`src/core/shp_pkg.sv`:
```
// Constants and types for the two-wire serial host port and display RAMs.
// Assumes a single 40 MHz core clock; the serial clock is sampled, not used.
package shp_pkg;
    localparam int unsigned CORE_CLK_HZ      = 40_000_000;
    localparam logic [5:0]  SLAVE_ADDR_HI    = 6'h1D;
    localparam int unsigned TEXT_DEPTH       = 32;
    localparam int unsigned TEXT_AW          = 5;
    localparam int unsigned ICON_DEPTH       = 16;
    localparam int unsigned ICON_AW          = 4;
    localparam int unsigned SEG_GROUP_W      = 5;
    localparam int unsigned SEG_COUNT        = 80;
    localparam int unsigned CTRL_CHAIN_BIT   = 7;
    localparam int unsigned CTRL_SEL_BIT     = 6;
    localparam int unsigned CTRL_DIR_BIT     = 5;
    localparam int unsigned ICON_BLINK_BIT   = 7;
    localparam int unsigned ICON_ONLY_D4_BIT = 6;
    localparam int unsigned ICON_LEFT_BIT    = 4;
    localparam int unsigned BYTE_BITS        = 8;
    localparam logic [3:0]  ACK_SLOT         = 4'h8;
    localparam int unsigned CMD_W            = 9;
    localparam int unsigned CMD_FIFO_DEPTH   = 16;
    localparam logic [7:0]  BYTE_RESET       = 8'h00;

    typedef enum logic [2:0]
    {
        ST_IDLE,
        ST_ADDR,
        ST_CTRL,
        ST_DATA,
        ST_READ,
        ST_IGNORE
    } shp_state_type;
endpackage

```
`src/core/shp_port.sv`:
```
// Two-wire slave port with command FIFO, text RAM and icon RAM.
// Assumes scl/sda come from pins (resynchronised here) and that the
// command engine and display scan logic run on core_clk_in.

module shp_fifo #(
    parameter int unsigned WIDTH = 9,
    parameter int unsigned DEPTH = 16
) (
    input  wire logic             core_clk_in,
    input  wire logic             rst_n_in,
    input  wire logic             in_valid_in,
    output logic                  in_ready_out,
    input  wire logic [WIDTH-1:0] in_data_in,
    output logic                  out_valid_out,
    input  wire logic             out_ready_in,
    output logic [WIDTH-1:0]      out_data_out
);
    localparam int unsigned AW = $clog2(DEPTH);
    logic [WIDTH-1:0] mem [DEPTH];
    logic [AW:0]      wr_ptr;
    logic [AW:0]      rd_ptr;
    wire              push = in_valid_in & in_ready_out;
    wire              pop  = out_valid_out & out_ready_in;

    // Extra pointer bit tells full from empty without a counter
    assign in_ready_out  = !((wr_ptr[AW] != rd_ptr[AW]) &&
                             (wr_ptr[AW-1:0] == rd_ptr[AW-1:0]));
    assign out_valid_out = (wr_ptr != rd_ptr);
    assign out_data_out  = mem[rd_ptr[AW-1:0]];

    always_ff @(posedge core_clk_in)
    begin
        if (push)
            mem[wr_ptr[AW-1:0]] <= in_data_in;
    end

    always_ff @(posedge core_clk_in or negedge rst_n_in)
    begin
        if (!rst_n_in)
        begin
            wr_ptr <= '0;
            rd_ptr <= '0;
        end
        else
        begin
            if (push)
                wr_ptr <= wr_ptr + 1'b1;
            if (pop)
                rd_ptr <= rd_ptr + 1'b1;
        end
    end
endmodule

module shp_port (
    input  wire logic                          core_clk_in,
    input  wire logic                          rst_n_in,
    input  wire logic                          scl_in,
    input  wire logic                          sda_in,
    output logic                               sda_out,
    output logic                               sda_oe_out,
    input  wire logic                          addr_strap_pin_in,
    input  wire logic                          serial_port_select_in,
    output logic                               cmd_valid_out,
    input  wire logic                          cmd_ready_in,
    output logic                               cmd_instr_data_sel_out,
    output logic [7:0]                         cmd_byte_out,
    output logic                               ctrl_dir_out,
    input  wire logic [shp_pkg::TEXT_AW-1:0]   read_addr_in,
    output logic                               read_taken_out,
    input  wire logic                          ram_wr_in,
    input  wire logic                          ram_icon_sel_in,
    input  wire logic [shp_pkg::TEXT_AW-1:0]   ram_addr_in,
    input  wire logic [7:0]                    ram_wdata_in,
    input  wire logic                          icon_common_line_in,
    input  wire logic                          segment_blink_enable_in,
    input  wire logic                          blink_phase_in,
    input  wire logic [shp_pkg::TEXT_AW-1:0]   display_shift_in,
    input  wire logic                          scan_line_in,
    input  wire logic [3:0]                    scan_digit_in,
    output logic [7:0]                         text_code_out,
    output logic [shp_pkg::SEG_COUNT-1:0]      segment_out
);
    import shp_pkg::*;

    // Digit position plus shift, modulo 32: both lines share one ring
    function automatic logic [TEXT_AW-1:0] ring_addr(
        input logic                line,
        input logic [3:0]          digit,
        input logic [TEXT_AW-1:0]  shift
    );
        ring_addr = {line, digit} + shift;
    endfunction

    // One icon segment: D4 is the leftmost of the group
    function automatic logic icon_bit(
        input logic [7:0]  word,
        input int unsigned pos,
        input logic        com,
        input logic        be,
        input logic        phase
    );
        logic blank;
        blank = be & phase & word[ICON_BLINK_BIT] &
                (~word[ICON_ONLY_D4_BIT] | (pos == 0));
        icon_bit = com & word[ICON_LEFT_BIT - pos] & ~blank;
    endfunction

    logic [1:0]       scl_sync;
    logic [1:0]       sda_sync;
    logic [1:0]       strap_sync;
    logic [1:0]       sel_sync;
    logic             scl_d;
    logic             sda_d;
    shp_state_type    state;
    logic [3:0]       bit_cnt;
    logic             ack_phase;
    logic [7:0]       shreg;
    logic             drive_low;
    logic             first_rd;
    logic             master_ack;
    logic             chain;
    logic             sel;
    logic [7:0]       text_ram [TEXT_DEPTH];
    logic [7:0]       icon_ram [ICON_DEPTH];
    logic             fifo_in_ready;
    logic [CMD_W-1:0] fifo_head;

    // Serial clock is only ever sampled, never driven
    wire scl_s      = scl_sync[1];
    wire sda_s      = sda_sync[1];
    wire scl_rise   = scl_s & ~scl_d;
    wire scl_fall   = ~scl_s & scl_d;
    wire start_det  = scl_s & scl_d & sda_d & ~sda_s;
    wire stop_det   = scl_s & scl_d & ~sda_d & sda_s;
    wire tx_mode    = (state == ST_READ);
    wire ack_enter  = scl_fall & ~ack_phase & (bit_cnt == ACK_SLOT);
    wire ack_leave  = scl_fall & ack_phase;
    wire addr_match = (shreg[7:2] == SLAVE_ADDR_HI) &&
                      (shreg[1] == strap_sync[1]);
    wire data_push  = ack_enter & (state == ST_DATA);
    wire tx_load    = ack_leave & tx_mode & (first_rd | master_ack);
    wire [7:0] rd_byte = text_ram[read_addr_in];

    // Open drain: the pin is only ever pulled low
    assign sda_out    = 1'b0;
    assign sda_oe_out = drive_low;

    always_ff @(posedge core_clk_in or negedge rst_n_in)
    begin
        if (!rst_n_in)
        begin
            scl_sync   <= 2'h3;
            sda_sync   <= 2'h3;
            strap_sync <= 2'h0;
            sel_sync   <= 2'h0;
            scl_d      <= 1'b1;
            sda_d      <= 1'b1;
        end
        else
        begin
            scl_sync   <= {scl_sync[0], scl_in};
            sda_sync   <= {sda_sync[0], sda_in};
            strap_sync <= {strap_sync[0], addr_strap_pin_in};
            sel_sync   <= {sel_sync[0], serial_port_select_in};
            scl_d      <= scl_sync[1];
            sda_d      <= sda_sync[1];
        end
    end

    // Bit engine; start and stop take priority over clock edges
    always_ff @(posedge core_clk_in or negedge rst_n_in)
    begin
        if (!rst_n_in)
        begin
            state      <= ST_IDLE;
            bit_cnt    <= 4'h0;
            ack_phase  <= 1'b0;
            shreg      <= BYTE_RESET;
            drive_low  <= 1'b0;
            first_rd   <= 1'b0;
            master_ack <= 1'b0;
        end
        else if (!sel_sync[1] || stop_det || start_det)
        begin
            state <= (start_det && sel_sync[1]) ? ST_ADDR : ST_IDLE;
            bit_cnt   <= 4'h0;
            ack_phase <= 1'b0;
            drive_low <= 1'b0;
        end
        else if (scl_rise)
        begin
            if (!ack_phase && bit_cnt < ACK_SLOT)
            begin
                bit_cnt <= bit_cnt + 4'h1;
                if (!tx_mode)
                    shreg <= {shreg[6:0], sda_s};
            end
            if (ack_phase && tx_mode)
                master_ack <= ~sda_s;
        end
        else if (ack_enter)
        begin
            ack_phase <= 1'b1;
            case (state)
                ST_ADDR:
                begin
                    drive_low <= addr_match;
                    first_rd  <= 1'b1;
                    if (!addr_match)
                        state <= ST_IGNORE;
                    else
                        state <= shreg[0] ? ST_READ : ST_CTRL;
                end
                ST_CTRL:
                begin
                    drive_low <= 1'b1;
                    state     <= ST_DATA;
                end
                ST_DATA:
                begin
                    // A full FIFO refuses the byte rather than losing it
                    drive_low <= fifo_in_ready;
                    if (!fifo_in_ready)
                        state <= ST_IGNORE;
                    else if (chain)
                        state <= ST_CTRL;
                end
                ST_READ: drive_low <= 1'b0;
                default: drive_low <= 1'b0;
            endcase
        end
        else if (ack_leave)
        begin
            ack_phase <= 1'b0;
            bit_cnt   <= 4'h0;
            first_rd  <= 1'b0;
            if (tx_load)
            begin
                shreg     <= rd_byte;
                drive_low <= ~rd_byte[7];
            end
            else
            begin
                drive_low <= 1'b0;
                if (tx_mode)
                    state <= ST_IGNORE;
            end
        end
        else if (scl_fall && tx_mode)
        begin
            // Changes only after a falling clock edge
            shreg     <= {shreg[6:0], 1'b0};
            drive_low <= ~shreg[6];
        end
    end

    always_ff @(posedge core_clk_in or negedge rst_n_in)
    begin
        if (!rst_n_in)
        begin
            chain          <= 1'b0;
            sel            <= 1'b0;
            ctrl_dir_out   <= 1'b0;
            read_taken_out <= 1'b0;
        end
        else
        begin
            read_taken_out <= tx_load & ~start_det & ~stop_det;
            if (ack_enter && state == ST_CTRL)
            begin
                chain        <= shreg[CTRL_CHAIN_BIT];
                sel          <= shreg[CTRL_SEL_BIT];
                ctrl_dir_out <= shreg[CTRL_DIR_BIT];
            end
        end
    end

    shp_fifo #(
        .WIDTH (CMD_W),
        .DEPTH (CMD_FIFO_DEPTH)
    ) cmd_fifo (
        .core_clk_in   (core_clk_in),
        .rst_n_in      (rst_n_in),
        .in_valid_in   (data_push),
        .in_ready_out  (fifo_in_ready),
        .in_data_in    ({sel, shreg}),
        .out_valid_out (cmd_valid_out),
        .out_ready_in  (cmd_ready_in),
        .out_data_out  (fifo_head)
    );

    assign {cmd_instr_data_sel_out, cmd_byte_out} = fifo_head;

    always_ff @(posedge core_clk_in)
    begin
        if (ram_wr_in && ram_icon_sel_in)
            icon_ram[ram_addr_in[ICON_AW-1:0]] <= ram_wdata_in;
        if (ram_wr_in && !ram_icon_sel_in)
            text_ram[ram_addr_in] <= ram_wdata_in;
    end

    always_ff @(posedge core_clk_in or negedge rst_n_in)
    begin
        if (!rst_n_in)
        begin
            text_code_out <= BYTE_RESET;
            segment_out   <= '0;
        end
        else
        begin
            text_code_out <= text_ram[ring_addr(scan_line_in, scan_digit_in,
                                                display_shift_in)];
            for (int g = 0; g < ICON_DEPTH; g++)
            begin
                for (int j = 0; j < SEG_GROUP_W; j++)
                begin
                    segment_out[g*SEG_GROUP_W + j] <=
                        icon_bit(icon_ram[g], j, icon_common_line_in,
                                 segment_blink_enable_in, blink_phase_in);
                end
            end
        end
    end
endmodule

```
`config.mk`:
```
export PLATFORM = sky130hd
export DESIGN_NAME = shp_port
export DESIGN_NICKNAME = d
export VERILOG_FILES = /design/src/core/shp_pkg.sv /design/src/core/shp_port.sv
export SDC_FILE = /design/constraint.sdc
export NUM_CORES = 1
export LEC_CHECK = 0
export BUFFER_PORTS_ARGS = -buffer_cell sky130_fd_sc_hd__buf_2
export CAP_MARGIN = 20
export CORE_AREA = 10 10 283 231
export DETAILED_ROUTE_END_ITERATION = 6
export DIE_AREA = 0 0 293 241
export PLACE_DENSITY = 0.57
export REMOVE_ABC_BUFFERS = 1
export SLEW_MARGIN = 25
export SYNTH_ARGS = -nofsm -noshare
export SYNTH_HDL_FRONTEND = slang
export SYNTH_HIERARCHICAL = 1
export SYNTH_SLANG_ARGS = --single-unit
```
`constraint.sdc`:
```
create_clock -name core_clk_in -period 5.7 [get_ports core_clk_in]
set_input_delay 0.285 -clock core_clk_in [delete_from_list [all_inputs] [get_ports core_clk_in]]
set_output_delay 0.285 -clock core_clk_in [all_outputs]
set_load 0.05 [all_outputs]
```
==> results.sh, run 1 <==
export IMPL_max_vdd_ir_drop_mv=0.252
export IMPL_path_category_of_the_worst_min_delay_check="in -> reg"
export IMPL_synth_largest_type_area_fraction=0.578
export IMPL_synth_edf_count=512
export IMPL_fin_ws_ns=2.47
export IMPL_flops_latches_synth=643
export IMPL_grt_pass1_vias=14646
export IMPL_clk_path_buf_depth=3
export IMPL_critical_path_class="reg -> out"
export IMPL_pre_cts_ws_ns=2.12
export IMPL_crit_start="cmd_fifo/rd_ptr[1]$_DFFE_PN0P_"
export IMPL_post_synth_most_frequent_cells="512 x edfxtp_1, 143 x nor2_1, 136 x mux4_2"
export IMPL_die_height_um=241
export IMPL_cell_with_the_most_instances_after_synthesis="edfxtp_1"
export IMPL_chipWidth_um=293
export IMPL_grt_max_degree=70
export IMPL_critical_path_peak_fanout=32
export IMPL_final_hold_violating_endpoints=0
export IMPL_yosys_warnings=6
export IMPL_num_cts_buffers=61
export IMPL_max_cap_viol_count=0
export IMPL_ys_top_cells_by_area="edfxtp_1 58%, dfrtp_1 12%, mux4_2 12%"
export IMPL_maxSlewViolCount=0
export IMPL_h_tree_depth=2
export IMPL_routed_wire_length_per_instance_um=27.6
export IMPL_run_status="completed"
export IMPL_grt_overflow_total=0
export IMPL_place_detailed_instances=2394
export IMPL_layout_area_overhead_vs_synth_pct=14.2
export IMPL_globalRouteTotalUtil=0.196
export IMPL_routabilityCongestion=0.842
export IMPL_route_detailed_vias_per_inst=5.81
export IMPL_worstSetupEndpointType="output pin"
export IMPL_post_synth_inst_count=1512
export IMPL_min_period_over_period=0.567
export IMPL_finish_cell_count_without_fillers=2517
export IMPL_worst_r2r_startpoint="scl_d$_DFF_PN1_"
export IMPL_max_slew_margin=0.279
export IMPL_floorplan_io_pins=142
export IMPL_worst_hold_startpoint="ram_wdata_in[5]"
export IMPL_path_clk_slew_ns=0.06
export IMPL_ys_dominant_reg_cell="edfxtp_1"
export IMPL_synthDistinctLibCells=70
export IMPL_worstPathArrival_ns=2.95
export IMPL_area_sequential_um2=18700
export IMPL_fmax_mhz=309
export IMPL_first_iter_violations=1374
export IMPL_cts_resized=0
export IMPL_drcViolationCount=0
export IMPL_clk_insertion_delay_late_ns=0.65
export IMPL_detailedPlacementHpwl_mm=43.7
export IMPL_drtPass1Iterations=5
export IMPL_die_outline_area_um2=70600
export IMPL_seq_area_frac_synth=0.701
export IMPL_final_min_clock_period_ns=3.23
export IMPL_fill_cells=4818
export IMPL_timing_setup_tns_ns=0
export IMPL_core_area_um2=59400
export IMPL_numClockSinks=643
export IMPL_post_route_cells_drive_above_1_share=0.273
export IMPL_report_final_setup_viol=0
export IMPL_ant_nets=0
export IMPL_finish_net_count=1736
export IMPL_rsz_0062_raised_after_global_routing="false"
export IMPL_leakagePower_uw=0.0109
export IMPL_port_buffer_count=140
export IMPL_async_flop_share=0.204
export IMPL_power_per_cell_area_nw_per_um2=344
export IMPL_antenna_found_initial=1
export IMPL_core_rowCount=80
export IMPL_slew_at_the_pin_with_the_worst_max_slew_slack_ns=1.08
export IMPL_cts_root_buffer="clkbuf_16"
export IMPL_global_route_wire_length_before_repair_mm=101
export IMPL_timing_critical_path_required_ns=5.41
export IMPL_mean_instance_size_in_the_synthesized_netlist_um2=17.6
export IMPL_postRouteWirelength_mm=69.5
export IMPL_synthesis_area_um2=26600
export IMPL_total_area_of_multi_input_combinational_cells_um2=7320
export IMPL_synth_top_area_cell="edfxtp_1"
export IMPL_critPathLaunchType="flop"
export IMPL_via_count=14614
export IMPL_final_setup_skew_ns=0.0406
export IMPL_initial_cell_density_of_the_core=0.448
export IMPL_clock_tree_from_tritoncts="built"
[cells in the final DEF (no fill, tap or decap), types with 10 or more instances in the layout]
master	count
edfxtp_1	512
mux4_2	136
buf_2	136
nor2_1	127
dfrtp_1	123
mux2i_1	78
inv_1	74
clkbuf_16	61
nand2_1	59
buf_4	41
o21ai_0	30
clkbuf_1	22
mux2_2	18
nand3_1	18
and3_1	17
nor2_2	16
mux4_1	16
clkbuf_8	13
nor2b_1	12
nor3_1	12
nand2b_1	11
o21ai_1	11
xnor2_1	10
ha_1	10
[flip-flops by register name (all words and copies together) (netlist names), 5 cells and up]
register and count:
text_code_out 8, cmd_fifo/mem 144, shreg 8, icon_ram 112, text_ram 256, cmd_fifo/wr_ptr 5, segment_out 80, cmd_fifo/rd_ptr 5
[report_power, final]
group	total, µW	switching, µW	internal (µW)	leakage (µW)
sequential	5430	175	5250	0.00631
combinational	902	566	336	0.00357
clock	4130	1750	2390	0.000999
[routing by layer]
layer,global-route usage,share of wire
met1,0.265,0.41
met5,0,0
met4,0.0601,0.026
met2,0.325,0.49
met3,0.0335,0.072
[final timing paths]
check / slack (ns) / endpoint / cells after the start
worst min-delay path: 0.15 / text_ram[0][5]$_DFFE_PP_ / 1
max in group asynchronous: 4.46 / text_code_out[7]$_DFF_PN0_ / 3
worst min register to register: 0.35 / strap_sync[1]$_DFF_PN0_ / 0
min in group asynchronous: 0.21 / segment_out[52]$_DFF_PN0_ / 2
worst max-delay path: 2.47 / cmd_byte_out[4] / 6
worst max register to register: 2.63 / cmd_fifo/mem[10][5]$_DFFE_PP_ / 5
[through the flow]
stage / util / power [µW] / instance area (µm²) / hold slack [ns]
floorplan: - / 6000 / 26200 / -0.0106
global placement: 0.475 / 6420 / 28200 / 0.323
detailed placement: 0.475 / 6430 / 28200 / 0.331
CTS: 0.511 / 10600 / 30300 / 0.113
global route: 0.512 / 10800 / 30400 / 0.164
finish: 0.512 / 10500 / 30400 / 0.148
[worst max-delay path, cell delays in order (launching register included)]
cell and delay (ns):
dfrtp_2 0.65, buf_4 0.54, mux2i_1 0.17, a22oi_2 0.30, mux2i_1 0.13, o21ai_1 0.18, buf_2 0.30
[layout make-up]
| class | count | area share |
|---|---|---|
| Clock inverter | 20 | 0.00931 |
| Inverter | 74 | 0.00915 |
| Tap cell | 779 | 0.0321 |
| Sequential cell | 643 | 0.615 |
| Timing Repair Buffer | 184 | 0.0349 |
| Multi-Input combinational cell | 720 | 0.241 |
| Clock buffer | 96 | 0.0589 |
| Antenna cell | 1 | 0.0000824 |
[kinds of logic (layout without fill, tap and decap cells)]
kind of cell / after synthesis / after routing / synth area share
DFF: 643 / 643 / 0.701
and+or+nand+nor: 310 / 310 / 0.0539
muxes: 250 / 250 / 0.169
buffers and inverters: 149 / 374 / 0.0276
AOI/OAI and AO/OA: 129 / 129 / 0.0353
xor gates and xnor gates: 18 / 18 / 0.00705
adders and majority gates: 12 / 12 / 0.00593
other: 1 / 2 / 0.000141
[what timing repair did]
action / CTS / global route
endpoints found under the setup margin: 0 / 0
hold buffers: 6 / 0
hold endpoints to repair: 73 / 0
setup buffers: 0 / 0
Power figures use the tool's default switching activity.
==> run 2, diff against run 1 <==
==> constraint.sdc (replaced) <==
create_clock -name core_clk_in -period 3.1 [get_ports core_clk_in]
set_input_delay 0.155 -clock core_clk_in [delete_from_list [all_inputs] [get_ports core_clk_in]]
set_output_delay 0.155 -clock core_clk_in [all_outputs]
set_load 0.05 [all_outputs]
==> run 2 against run 1 <==
Setup slack lost 2.3 ns. Via count grew 0.88%. Largest power group unchanged. Sequential share of layout area shrank 1.0 points. Combinational power grew 100%. Worst hold slack lost 0.098 ns. Count of clock-buffer cells in the layout shrank 11. Sequential power grew 81%. Clock skew grew 0.0075 ns. Core utilization grew 0.84 points. Power grew 86%. Cell area grew 1.6%. Highest routed layer unchanged.
==> results.sh, run 2 (synthesized netlist as in run 1, its figures left out) <==
export IMPL_run_status="completed"
export IMPL_worstSetupEndpointType="output pin"
export IMPL_r2r_setup_slk_ns=0.37
export IMPL_drtPass1Iterations=5
export IMPL_core_area_um2=59400
export IMPL_leakagePower_uw=0.0112
export IMPL_power_per_cell_area_nw_per_um2=632
export IMPL_crit_chain="buf_4 > mux4_1 > mux2i_1 > o21ai_1 > buf_2"
export IMPL_grt_max_degree=85
export IMPL_area_sequential_um2=18700
export IMPL_timing_critical_path_slowest_stage_cell="mux4_1"
export IMPL_timing_reg2reg_worst_path_depth=6
export IMPL_floorplan_io_pins=142
export IMPL_clk_path_buf_depth=3
export IMPL_numClockSinks=643
export IMPL_rsz_0062_raised_after_global_routing="false"
export IMPL_worst_r2r_startpoint="scl_d$_DFF_PN1_"
export IMPL_postRouteWirelength_mm=69.3
export IMPL_path_category_of_the_worst_min_delay_check="in -> reg"
export IMPL_min_period_over_period=0.959
export IMPL_global_route_wire_length_before_repair_mm=101
export IMPL_antenna_found_initial=0
export IMPL_detailedPlacementHpwl_mm=44.6
export IMPL_final_cell_mix="512 x edfxtp_1, 136 x mux4_2, 136 x buf_2, 129 x nor2_1, 123 x dfrtp_1"
export IMPL_total_area_of_multi_input_combinational_cells_um2=7290
export IMPL_min_to="segment_out[5]$_DFF_PN0_"
export IMPL_cp_buffers_inverters=2
export IMPL_critical_path_class="reg -> out"
export IMPL_crit_path_max_incr_delay_ns=0.72
export IMPL_maxSlewViolCount=0
export IMPL_routabilityCongestion=0.844
export IMPL_timing_critical_path_max_delay_family="multiplexers"
export IMPL_postCtsSetupRepairBufs=0
export IMPL_report_final_setup_viol=0
export IMPL_post_route_cells_drive_above_1_share=0.296
export IMPL_timing_setup_tns_ns=0
export IMPL_finish_cell_count_without_fillers=2563
export IMPL_port_buffer_count=140
export IMPL_fin_total_pwr_uw=19500
export IMPL_fin_ws_ns=0.126
export IMPL_mostFrequentLayoutCell="edfxtp_1"
export IMPL_drcViolationCount=0
export IMPL_antenna_cells_inserted=0
export IMPL_chipWidth_um=293
export IMPL_routed_wire_length_per_instance_um=27.0
export IMPL_num_cts_buffers=61
export IMPL_max_cap_viol_count=0
export IMPL_wire_length_on_met1_mm=28.8
export IMPL_fill_cells=4828
export IMPL_slew_at_the_pin_with_the_worst_max_slew_slack_ns=0.967
export IMPL_die_outline_area_um2=70600
export IMPL_die_height_um=241
export IMPL_pre_cts_ws_ns=0.428
export IMPL_ant_nets=0
export IMPL_cts_root_buffer="clkbuf_16"
export IMPL_post_route_cell_area_um2=30900
export IMPL_registers_top_by_ff_count="text_ram"
export IMPL_met2WireLength_mm=33.2
export IMPL_worstPathArrival_ns=2.82
export IMPL_critPathLaunchType="flop"
export IMPL_first_iter_violations=1469
export IMPL_finish_net_count=1783
export IMPL_initial_cell_density_of_the_core=0.448
export IMPL_final_setup_skew_ns=0.0481
export IMPL_rr_endpoint="cmd_fifo/mem[0][1]$_DFFE_PP_"
export IMPL_wl_met3_mm=4.85
export IMPL_max_vdd_ir_drop_mv=0.550
export IMPL_critical_path_peak_fanout=29
export IMPL_timing_critical_path_required_ns=2.94
export IMPL_place_detailed_instances=2439
export IMPL_clk_insertion_delay_late_ns=0.65
export IMPL_route_detailed_vias_per_inst=5.75
export IMPL_path_clk_slew_ns=0.06
export IMPL_layout_area_overhead_vs_synth_pct=16.0
export IMPL_final_hold_violating_endpoints=0
export IMPL_core_rowCount=80
export IMPL_timing_hold_worst_path_depth=2
export IMPL_fmax_mhz=336
export IMPL_grt_overflow_total=0
export IMPL_largest_reg_flops=256
export IMPL_clock_tree_from_tritoncts="built"
export IMPL_final_min_clock_period_ns=2.97
export IMPL_max_slew_margin=0.355
export IMPL_via_count=14743
export IMPL_globalRouteTotalUtil=0.196
export IMPL_h_tree_depth=2
export IMPL_placed_area_um2=28600
export IMPL_grt_pass1_vias=14932
export IMPL_routed_top_layer="met4"
export IMPL_worst_hold_startpoint="icon_common_line_in"
-- run 2: cell types whose count changed in the layout (fill, tap and decap cells not counted), moves of 5 or more --
cell / delta
buf_12: +7
buf_4: +37
clkbuf_1: -11
clkinv_2: +9
nor3_1: +5
nor3_2: -5
-- run 2: stage by stage --
| stage | utilization | hold WS (ns) |
|---|---|---|
| 6_report | 0.520 | 0.0494 |
| 5_1_grt | 0.520 | 0.0415 |
| 4_1_cts | 0.519 | 0.00870 |
| 3_5_place_dp | 0.482 | 0.272 |
| 3_3_place_gp | 0.482 | 0.266 |
| 2_1_floorplan | - | -0.141 |
-- run 2: metal layers --
metal / vias up / global-route usage
met5: - / 0
met4: 0 / 0.0662
met3: 127 / 0.0429
met2: 564 / 0.320
met1: 7717 / 0.258
li1: 6335 / -
-- run 2: worst reg2reg max path, stage by stage, from the launching register on --
cell,delay [ns]
dfstp_2,0.56
nor2b_1,0.27
and4_1,0.43
and3_1,0.39
o211ai_1,0.27
nor3_1,0.23
buf_4,0.24
-- run 2: worst max path at each step --
stage	depth (start not counted)	slack, ns	start	end
6_report	5	0.13	cmd_fifo/rd_ptr[0]$_DFFE_PN0P_	cmd_byte_out[6]
5_1_grt	5	0.002	cmd_fifo/rd_ptr[0]$_DFFE_PN0P_	cmd_byte_out[7]
4_1_cts	5	0.007	cmd_fifo/rd_ptr[2]$_DFFE_PN0P_	cmd_byte_out[4]
3_5_place_dp	6	0.43	scl_d$_DFF_PN1_	cmd_fifo/mem[0][2]$_DFFE_PP_
3_3_place_gp	7	0.52	display_shift_in[0]	text_code_out[7]$_DFF_PN0_
2_1_floorplan	4	-1.03	display_shift_in[0]	text_code_out[0]$_DFF_PN0_
-- run 2: power by group --
part	internal, µW	switching (µW)	leakage [µW]
clock	4540	3280	0.00104
combinational	672	1160	0.00385
sequential	9650	194	0.00631
-- run 2: layout make-up --
class | count | share of cell area
tap | 779 | 0.0316
clock buffer | 85 | 0.0566
clock inverter | 31 | 0.0126
multi-input combinational | 720 | 0.236
timing repair buffer | 231 | 0.0494
inverter | 74 | 0.00900
sequential | 643 | 0.605
-- run 2: timing repair --
item / in CTS / in global routing
gates resized for setup: 0 / 2
endpoints found under the setup margin: 0 / 9
hold endpoints to repair: 116 / 0
hold buffers: 7 / 0
==> run 3, diff against run 2 <==
==> constraint.sdc (replaced) <==
create_clock -name core_clk_in -period 3.5 [get_ports core_clk_in]
set_input_delay 0.175 -clock core_clk_in [delete_from_list [all_inputs] [get_ports core_clk_in]]
set_output_delay 0.175 -clock core_clk_in [all_outputs]
set_load 0.05 [all_outputs]
==> run 3 against run 2 <==
Clock skew down 0.030 ns. Cell area down 1.2%. Power down 13%. Global-route usage up 0.36 points. Critical path type unchanged. Clock power down 16%. Sequential power down 12%. Final cell count down 0.78%. Non-clock buffer count down 22. Worst hold slack better by 0.038 ns. Routed wire length up 0.94%. Via count up 0.61%. Count of clock-buffer cells in the layout down 2.
==> results.sh, run 3 (synthesized netlist as in run 1, its figures left out) <==
export IMPL_run_status="completed"
export IMPL_post_route_cells_drive_above_1_share=0.282
export IMPL_postCtsSetupRepairBufs=0
export IMPL_max_cap_viol_count=0
export IMPL_fin_total_pwr_uw=16900
export IMPL_crit_path_end="cmd_byte_out[4]"
export IMPL_global_route_wire_length_before_repair_mm=102
export IMPL_final_min_clock_period_ns=3.14
export IMPL_critical_path_class="reg -> out"
export IMPL_final_hold_violating_endpoints=0
export IMPL_critical_path_stages=6
export IMPL_worstPathArrival_ns=2.97
export IMPL_final_util=0.514
export IMPL_antenna_found_initial=2
export IMPL_grt_pass1_vias=14833
export IMPL_timing_critical_path_max_delay_family="buffers and inverters"
export IMPL_grt_overflow_total=0
export IMPL_final_cell_mix="512 x edfxtp_1, 136 x mux4_2, 136 x buf_2, 131 x nor2_1, 123 x dfrtp_1"
export IMPL_rr_endpoint="cmd_fifo/mem[4][1]$_DFFE_PP_"
export IMPL_mostFrequentLayoutCell="edfxtp_1"
export IMPL_timing_reg2reg_worst_path_depth=5
export IMPL_die_height_um=241
export IMPL_clk_path_buf_depth=3
export IMPL_timing_critical_path_required_ns=3.32
export IMPL_detailedPlacementHpwl_mm=44.7
export IMPL_floorplan_io_pins=142
export IMPL_routed_wire_length_per_instance_um=27.5
export IMPL_largest_reg_flops=256
export IMPL_first_iter_violations=1609
export IMPL_finish_net_count=1766
export IMPL_power_per_cell_area_nw_per_um2=556
export IMPL_die_outline_area_um2=70600
export IMPL_critical_path_peak_fanout=28
export IMPL_core_rowCount=80
export IMPL_layout_area_overhead_vs_synth_pct=14.7
export IMPL_critPathLaunchType="flop"
export IMPL_rsz_0062_raised_after_global_routing="false"
export IMPL_final_setup_skew_ns=0.0184
export IMPL_numClockSinks=643
export IMPL_timing_critical_path_slowest_stage_cell="and2_1"
export IMPL_cp_buffers_inverters=2
export IMPL_timing_setup_tns_ns=0
export IMPL_registers_top_by_ff_count="text_ram"
export IMPL_drtPass1Iterations=5
export IMPL_max_slew_margin=0.251
export IMPL_routabilityCongestion=0.843
export IMPL_wl_met3_mm=5.96
export IMPL_placed_area_um2=28400
export IMPL_chipWidth_um=293
export IMPL_ant_nets=0
export IMPL_path_category_of_the_worst_min_delay_check="in -> reg"
export IMPL_core_area_um2=59400
export IMPL_cts_root_buffer="clkbuf_16"
export IMPL_worst_r2r_startpoint="scl_d$_DFF_PN1_"
export IMPL_worstSetupEndpointType="output pin"
export IMPL_min_period_over_period=0.898
export IMPL_fmax_mhz=318
export IMPL_h_tree_depth=3
export IMPL_via_count=14833
export IMPL_r2r_setup_slk_ns=0.63
export IMPL_globalRouteTotalUtil=0.199
export IMPL_antenna_cells_inserted=0
export IMPL_slew_at_the_pin_with_the_worst_max_slew_slack_ns=1.12
export IMPL_route_detailed_vias_per_inst=5.83
export IMPL_clk_insertion_delay_late_ns=0.60
export IMPL_leakagePower_uw=0.0110
export IMPL_report_final_setup_viol=0
export IMPL_met2WireLength_mm=32.9
export IMPL_max_vdd_ir_drop_mv=0.380
export IMPL_grt_max_degree=88
export IMPL_post_route_cell_area_um2=30500
export IMPL_path_clk_slew_ns=0.06
export IMPL_crit_start="cmd_fifo/rd_ptr[0]$_DFFE_PN0P_"
export IMPL_initial_cell_density_of_the_core=0.448
export IMPL_crit_path_max_incr_delay_ns=0.63
export IMPL_maxSlewViolCount=0
export IMPL_crit_chain="buf_4 > and2_1 > a22oi_2 > a32oi_1 > o21ai_1 > buf_2"
export IMPL_wire_length_on_met1_mm=28.8
export IMPL_clock_tree_from_tritoncts="built"
export IMPL_num_cts_buffers=66
export IMPL_drcViolationCount=0
export IMPL_postRouteWirelength_mm=69.9
export IMPL_port_buffer_count=140
export IMPL_routed_top_layer="met4"
==> run 3: final cells by class <==
cell class	instances	area, µm²
Inverter	74	278
Timing Repair Buffer	209	1300
Sequential cell	643	18700
Fill cell	4848	28800
Multi-Input combinational cell	720	7290
Clock inverter	35	259
Tap cell	779	975
Clock buffer	83	1750
==> run 3: layer usage <==
metal  vias up  GRT usage
li1       6308          -
met1      7713      0.270
met2       690      0.316
met3       122     0.0457
met4         0     0.0677
met5         -          0
==> run 3: worst min path at each step <==
stage / startpoint / to / slack [ns] / cells past startpoint
final: ram_wdata_in[5] / text_ram[17][5]$_DFFE_PP_ / 0.09 / 1
after global routing: ram_wdata_in[5] / text_ram[6][5]$_DFFE_PP_ / 0.08 / 1
after CTS: ram_wdata_in[5] / text_ram[29][5]$_DFFE_PP_ / 0.04 / 1
after detailed placement: serial_port_select_in / sel_sync[0]$_DFF_PN0_ / 0.29 / 1
after global placement: rst_n_in / segment_out[56]$_DFF_PN0_ / 0.29 / 1
after floorplan: rst_n_in / ack_phase$_DFFE_PN0P_ / -0.12 / 0
==> run 3: power by group <==
| group | internal, µW | total (µW) | switching (µW) |
|---|---|---|---|
| clock | 3720 | 6600 | 2880 |
| combinational | 583 | 1650 | 1070 |
| sequential | 8550 | 8700 | 148 |
| total | 12900 | 16900 | 4100 |
==> run 3: repair_timing <==
item | CTS | global route
gates resized for setup | 0 | 0
endpoints found under the hold margin | 91 | 0
hold buffers | 6 | 0
==> run 3: per-stage QoR <==
step	setup slack [ns]	hold slack [ns]	std cells
after floorplan	-0.652	-0.121	1437
after global placement	0.707	0.291	2419
after detailed placement	0.656	0.292	2419
after CTS	0.264	0.0420	2543
after global routing	0.150	0.0779	2543
final	0.357	0.0872	2543
